<file path="src/core/qsfd_pkg.sv">
// Purpose: Shared constants for the quad switch fault diagnosis block
// Assumes: Four channels, eight-bit serial frames, MSB first
// Notes: Two-bit codes use H = 1, L = 0
package qsfd_pkg;
   localparam int QSFD_CH = 4;
   localparam int QSFD_FRAME_W = 8;
   // Per channel diagnosis codes
   localparam logic [1:0] QSFD_CODE_OK = 2'h3;
   localparam logic [1:0] QSFD_CODE_OVERLOAD = 2'h2;
   localparam logic [1:0] QSFD_CODE_OPEN = 2'h1;
   localparam logic [1:0] QSFD_CODE_SHORT_GND = 2'h0;
   // Command nibbles
   localparam logic [3:0] QSFD_CMD_DIAG = 4'h0;
   localparam logic [3:0] QSFD_CMD_READBACK = 4'hc;
   localparam logic [3:0] QSFD_CMD_ECHO = 4'ha;
   localparam logic [3:0] QSFD_CMD_OR = 4'h3;
   localparam logic [3:0] QSFD_CMD_AND = 4'hf;
   // Reset values
   localparam logic [7:0] QSFD_FRAME_RST = 8'h00;
   localparam logic [3:0] QSFD_DATA_RST = 4'h0;
   localparam logic QSFD_OR_MODE_RST = 1'b1;
   // Frame layout of the command byte
   localparam int QSFD_CMD_MSB = 7;
   localparam int QSFD_CMD_LSB = 4;
   typedef enum logic [1:0] {QSFD_M_FULL, QSFD_M_READBACK, QSFD_M_ECHO} qsfd_mode_t;
endpackage

</file>
<file path="src/core/qsfd_core.sv">
// Purpose: Fault latching, fault flag and serial diagnosis shift-out of a quad switch
// Assumes: Serial pins, reset pin and fault detectors are asynchronous to ref_clk;
//          SCLK is slow enough to be oversampled after a two-flop synchroniser
// Notes: Pins are sampled, so SO changes a few ref_clk cycles after each SCLK rising edge, or after each SI change in an echo frame
`timescale 1ns/1ps
module qsfd_core
   import qsfd_pkg::*;
(
   input wire logic ref_clk,
   input wire logic arst_n,
   input wire logic cs_n_pin,
   input wire logic sclk_pin,
   input wire logic si_pin,
   input wire logic reset_pin_n,
   input wire logic [3:0] par_in_pin,
   input wire logic [3:0] det_overload,
   input wire logic [3:0] det_short_to_supply,
   input wire logic [3:0] det_overtemp,
   input wire logic [3:0] det_open_load,
   input wire logic [3:0] det_short_gnd,
   output logic so_out,
   output logic so_oe_n,
   output logic fault_out,
   output logic fault_oe_n,
   output logic [3:0] out_data,
   output logic or_mode
);

   ////////////////////////////////////////////////////////////////////////////////
   // Two-flop synchronisers; the first stage feeds only the second
   // Packed with no filler bits, so every stage bit belongs to a pin
   logic [19:0] sync1_reg;
   logic [19:0] sync2_reg;
   logic cs_d_reg;
   logic sclk_d_reg;
   always_ff @(posedge ref_clk or negedge arst_n)
   begin
      if (!arst_n)
      begin
         sync1_reg <= {2'h3, 18'h00000};
         sync2_reg <= {2'h3, 18'h00000};
         cs_d_reg <= 1'b1;
         sclk_d_reg <= 1'b0;
      end
      else
      begin
         sync1_reg <= {cs_n_pin, reset_pin_n, sclk_pin, si_pin, par_in_pin,
                       det_overload | det_short_to_supply | det_overtemp,
                       det_open_load, det_short_gnd};
         sync2_reg <= sync1_reg;
         cs_d_reg <= sync2_reg[19];
         sclk_d_reg <= sync2_reg[17];
      end
   end

   // Named views of the synchronised inputs
   wire cs_n_s = sync2_reg[19];
   wire rstpin_n_s = sync2_reg[18];
   wire sclk_s = sync2_reg[17];
   wire si_s = sync2_reg[16];
   wire [3:0] par_in_s = sync2_reg[15:12];
   wire [3:0] limit_s = sync2_reg[11:8];
   wire [3:0] open_s = sync2_reg[7:4];
   wire [3:0] sgnd_s = sync2_reg[3:0];
   wire cs_fall = cs_d_reg & ~cs_n_s;
   wire cs_rise = ~cs_d_reg & cs_n_s;
   wire sclk_rise = ~sclk_d_reg & sclk_s & ~cs_n_s;
   wire sclk_fall = sclk_d_reg & ~sclk_s & ~cs_n_s;

   ////////////////////////////////////////////////////////////////////////////////
   // Per channel fault coding; short to ground outranks open load, so never ambiguous
   logic [7:0] code_reg;
   logic [7:0] code_next;
   logic [3:0] fault_now;
   always_comb
   begin
      code_next = code_reg;
      for (int ch = 0; ch < QSFD_CH; ch++)
      begin
         if (cs_rise)
            code_next[2*ch +: 2] = QSFD_CODE_OK;
         if (sgnd_s[ch])
            code_next[2*ch +: 2] = QSFD_CODE_SHORT_GND;
         else if (open_s[ch])
            code_next[2*ch +: 2] = QSFD_CODE_OPEN;
         else if (limit_s[ch])
            code_next[2*ch +: 2] = QSFD_CODE_OVERLOAD;
      end
   end

   // Latch hold; a fault present in the clearing cycle wins over the clear
   always_ff @(posedge ref_clk or negedge arst_n)
   begin
      if (!arst_n)
         code_reg <= {4{QSFD_CODE_OK}};
      else
         code_reg <= code_next;
   end

   // One bit per channel, high means the latch reports a fault
   always_comb
   begin
      for (int ch = 0; ch < QSFD_CH; ch++)
         fault_now[ch] = (code_next[2*ch +: 2] != QSFD_CODE_OK);
   end

   ////////////////////////////////////////////////////////////////////////////////
   // Open-drain fault flag: pulled low while any latch holds an error
   logic fault_oe_n_reg;
   logic fault_out_reg;
   always_ff @(posedge ref_clk or negedge arst_n)
   begin
      if (!arst_n)
      begin
         fault_oe_n_reg <= 1'b1;
         fault_out_reg <= 1'b0;
      end
      else
      begin
         fault_oe_n_reg <= ~(|fault_now);
         fault_out_reg <= 1'b0;
      end
   end

   ////////////////////////////////////////////////////////////////////////////////
   // Frame selection for the next chip select period
   qsfd_mode_t mode_reg;
   qsfd_mode_t mode_next;
   logic [7:0] rx_reg;
   logic [7:0] tx_reg;
   logic [3:0] ok_bits;
   logic [7:0] frame;
   wire [3:0] cmd = rx_reg[QSFD_CMD_MSB:QSFD_CMD_LSB];
   assign ok_bits = ~fault_now;
   assign frame = (mode_reg == QSFD_M_READBACK) ? {par_in_s, ok_bits}
                : code_next;

   // Decode the byte that was shifted in during the ending frame
   always_comb
   begin
      case (cmd)
         QSFD_CMD_READBACK: mode_next = QSFD_M_READBACK;
         QSFD_CMD_ECHO: mode_next = QSFD_M_ECHO;
         default: mode_next = QSFD_M_FULL;
      endcase
   end

   // Mode and output latch update at chip select rise; echo lasts one period unless the byte shifted in during it is again an echo command
   always_ff @(posedge ref_clk or negedge arst_n)
   begin
      if (!arst_n)
      begin
         mode_reg <= QSFD_M_FULL;
         out_data <= QSFD_DATA_RST;
         or_mode <= QSFD_OR_MODE_RST;
      end
      else if (!rstpin_n_s)
      begin
         mode_reg <= QSFD_M_FULL;
         out_data <= QSFD_DATA_RST;
         or_mode <= QSFD_OR_MODE_RST;
      end
      else if (cs_rise)
      begin
         mode_reg <= mode_next;
         if (cmd == QSFD_CMD_OR)
            or_mode <= 1'b1;
         else if (cmd == QSFD_CMD_AND)
            or_mode <= 1'b0;
         if (cmd != QSFD_CMD_DIAG && cmd != QSFD_CMD_READBACK && cmd != QSFD_CMD_ECHO)
            out_data <= rx_reg[3:0];
      end
   end

   ////////////////////////////////////////////////////////////////////////////////
   // Serial receive on SCLK falling, transmit shift on SCLK rising
   always_ff @(posedge ref_clk or negedge arst_n)
   begin
      if (!arst_n)
      begin
         rx_reg <= QSFD_FRAME_RST;
         tx_reg <= QSFD_FRAME_RST;
         so_out <= 1'b0;
         so_oe_n <= 1'b1;
      end
      else if (!rstpin_n_s)
      begin
         rx_reg <= QSFD_FRAME_RST;
         tx_reg <= QSFD_FRAME_RST;
         so_out <= 1'b0;
         so_oe_n <= 1'b1;
      end
      else
      begin
         so_oe_n <= cs_n_s;
         if (cs_fall)
         begin
            tx_reg <= frame;
            so_out <= (mode_reg == QSFD_M_ECHO) ? si_s : frame[7];
         end
         else if (!cs_n_s && mode_reg == QSFD_M_ECHO)
            so_out <= si_s; // Loopback for the echo frame
         else if (sclk_rise)
         begin
            tx_reg <= {tx_reg[6:0], 1'b0};
            so_out <= tx_reg[6];
         end
         if (sclk_fall)
            rx_reg <= {rx_reg[6:0], si_s};
      end
   end

   assign fault_out = fault_out_reg;
   assign fault_oe_n = fault_oe_n_reg;
endmodule

</file>
<file path="config.mk">
export PLATFORM = sky130hd
export DESIGN_NAME = qsfd_core
export DESIGN_NICKNAME = d
export VERILOG_FILES = /design/src/core/qsfd_pkg.sv /design/src/core/qsfd_core.sv
export SDC_FILE = /design/constraint.sdc
export NUM_CORES = 1
export LEC_CHECK = 0
export BUFFER_PORTS_ARGS = -buffer_cell sky130_fd_sc_hd__buf_2
export CORE_ASPECT_RATIO = 0.8
export CORE_MARGIN = 3
export CORE_UTILIZATION = 50
export CTS_CLUSTER_SIZE = 10
export DETAILED_ROUTE_END_ITERATION = 10
export PLACE_DENSITY = 0.78
export SLEW_MARGIN = 25
export SYNTH_ARGS = -nofsm -noshare
export SYNTH_HDL_FRONTEND = slang
export SYNTH_SLANG_ARGS = --single-unit
</file>
<file path="constraint.sdc">
create_clock -name ref_clk -period 1.8 [get_ports ref_clk]
set_input_delay 0.09 -clock ref_clk [delete_from_list [all_inputs] [get_ports ref_clk]]
set_output_delay 0.09 -clock ref_clk [all_outputs]
set_load 0.05 [all_outputs]
</file>
==> metrics.txt <==
dpl hpwl 3490 um; fmax 571 MHz; final estimated routing congestion in global placement 0.895; Pleak 1.57 nW; crit path max fanout 7; port buffer count 37; Synth Instances 218; CTS Buf Count 9; post-synth top area cell dfrtp_1; Worst Skew 0.00679 ns; crit path kind reg2reg; Routed WL 5580 um; largest net degree at the start of global routing 76; Post CTS Setup Buffer Count 0; GR Util met1 27.2%; CTS clock-pin slew for the worst setup and hold paths 0.08 ns; Die Span X 89.7 um; R2R cell count 5; Synth cell types 44; final worst slack 0.0483 ns; Power Dens Cells 922 nW/um2; RSZ-0062 raised after global routing true; VDD IR max 0.659 mV; Final Cycle Share 97.3%; Reg2Reg Setup Slack 0.05 ns; CP endpoint kind flop; Final Util 69.1%; Synth Area per Inst 12.9 um2; layout cell share with drive strength beyond 1 30.0%; global-route wire length before repair 9180 um; status finished clean; antenna cells 0; Die Ht 73.0 um; largest cells by area after synthesis dfrtp_1, dfstp_2, mux2i_1; count of pins over their slew limit 0; Total GRT Usage 19.3%; top_reg_cell synth dfrtp_1; Critical R2R Capture so_out; routed len/inst 15.0 um; post-route minimum period 1.75 ns; dpl ws -0.0308 ns; clk_lat worst skew 0.35 ns; register bit total from synthesis 75; GR Layer Usage met3 7.00%; Layout fillers 351; Max-Cap Viols 0; vias after detailed routing 1927; DRC errors left 0; Arr. time, crit path 2.00 ns; TritonRoute pass-1 iters 6; Post-synth EDFFs 0; clk sinks 75; Final Hold Fails 0; sequential share of the synthesized area 67.7%; dominant cell by count in the synthesized netlist dfrtp_1; Least-Margin Pin Slew 0.686 ns; Core ar. 5210 um2; routed vias/inst 5.18; H-tree Lvls 3; met2 Usage GRT 26.8%; worst min path class in2async; post-synth top area share 52.7%; die area 6540 um2; Async S/R FF share, synth 100%; slew margin rel. 54.2%; Syn Std Cell Area 2800 um2; Clock Tree Buf Depth 2; Req. time, crit path 2.05 ns; final setup fails 0; clock root buffer clkbuf_8; synth cell count leaders dfrtp_1, nor2_1, dfstp_2; GRT Residual Overflow 0; most used routing layer met1; Starting Density 53.8%; initial antenna violation count 0; Rows 23; Ports 39; synth-to-layout area growth 28.4%; DRT iter0 DRCs 184; vias in the first global route 1909; synth warn 0; Final Net Count 322; R2R Path Start sync2_reg[19]; post-route ant nets 0; CTS tree yes; critical path startpoint category flop; Syn Nets 248
[layout by cell type (no fill, tap or decap), drive strengths merged, types with 4 or more instances in the layout]
cell	Yosys	layout
inv	7	9
a21oi	12	12
nand2	10	10
or3	4	4
dfrtp	59	59
o21ai	5	5
a211oi	5	5
nor2	20	20
mux2i	13	13
dlygate4sd3	0	25
nand2b	4	4
clkbuf	6	9
nor2b	5	5
nor3	4	4
clkinv	1	4
a221oi	7	7
buf	4	48
o211ai	5	5
dfstp	16	16
[how the worst max path moves through the flow]
stage | slack (ns) | cells past startpoint | startpoint | endpoint
floorplan | 0.13 | 5 | sync2_reg[19] | tx_reg[5]
global placement | 0.13 | 4 | sync2_reg[19] | tx_reg[2]
detailed placement | -0.03 | 4 | sync2_reg[19] | tx_reg[2]
CTS | 0.01 | 4 | sync2_reg[19] | tx_reg[1]
global route | -0.10 | 4 | sync2_reg[19] | tx_reg[2]
finish | 0.05 | 5 | sync2_reg[19] | so_out
[timing repair]
action | CTS | global route
endpoints found under the hold margin | 79 | 0
hold buffers | 25 | 0
setup endpoints to repair | 1 | 6
gates resized for setup | 1 | 5
pin swaps | 0 | 0
[cell type report]
type	count	area [um2]	share of cell area (%)
flip-flops and latches	75	1900	52.7
multi-input cells	125	848	23.6
repair buffers	73	531	14.7
clock buffers	9	124	3.44
well taps	75	93.8	2.61
clock inverters	7	73.8	2.05
inverters	8	30.0	0.835
[logic make-up after synthesis]
logic type | synth area share (%)
mux | 5.05
other cells | 0.134
compound gates | 12.6
xor+xnor | 0.313
flops | 67.7
simple gates | 11.5
buf+inv | 2.77
[stage by stage]
step	hold WS [ns]	TNS [ns]	std cells	total power [mW]	cell area, um2
2_1_floorplan	-0.206	0	218	1.93	2800
3_3_place_gp	0.141	0	331	2.03	3130
3_5_place_dp	0.145	-0.0308	331	2.04	3130
4_1_cts	0.299	0	372	3.35	3580
5_1_grt	0.320	-0.166	372	3.46	3600
6_report	0.294	0	372	3.32	3600
[layer usage]
| metal | up-vias | wire (um) |
|---|---|---|
| met3 | 15 | 446 |
| met1 | 918 | 2510 |
| met2 | 69 | 2490 |
| li1 | 925 | - |
| met4 | 0 | 131 |
| met5 | - | 0 |
[worst max-delay path, stage by stage, from the launching register on]
cell and delay (ns):
dfstp_2 0.55, nand2b_1 0.20, buf_4 0.23, a211oi_1 0.32, a31oi_1 0.14, o31ai_1 0.22
[power by group]
group / leakage (nW) / switching, mW / internal [mW] / total, mW
clock network: 0.100 / 0.616 / 0.646 / 1.26
logic: 0.583 / 0.125 / 0.117 / 0.242
registers: 0.884 / 0.0459 / 1.77 / 1.81
total: 1.57 / 0.787 / 2.53 / 3.32
No activity file was read; power rests on OpenSTA's default activity.
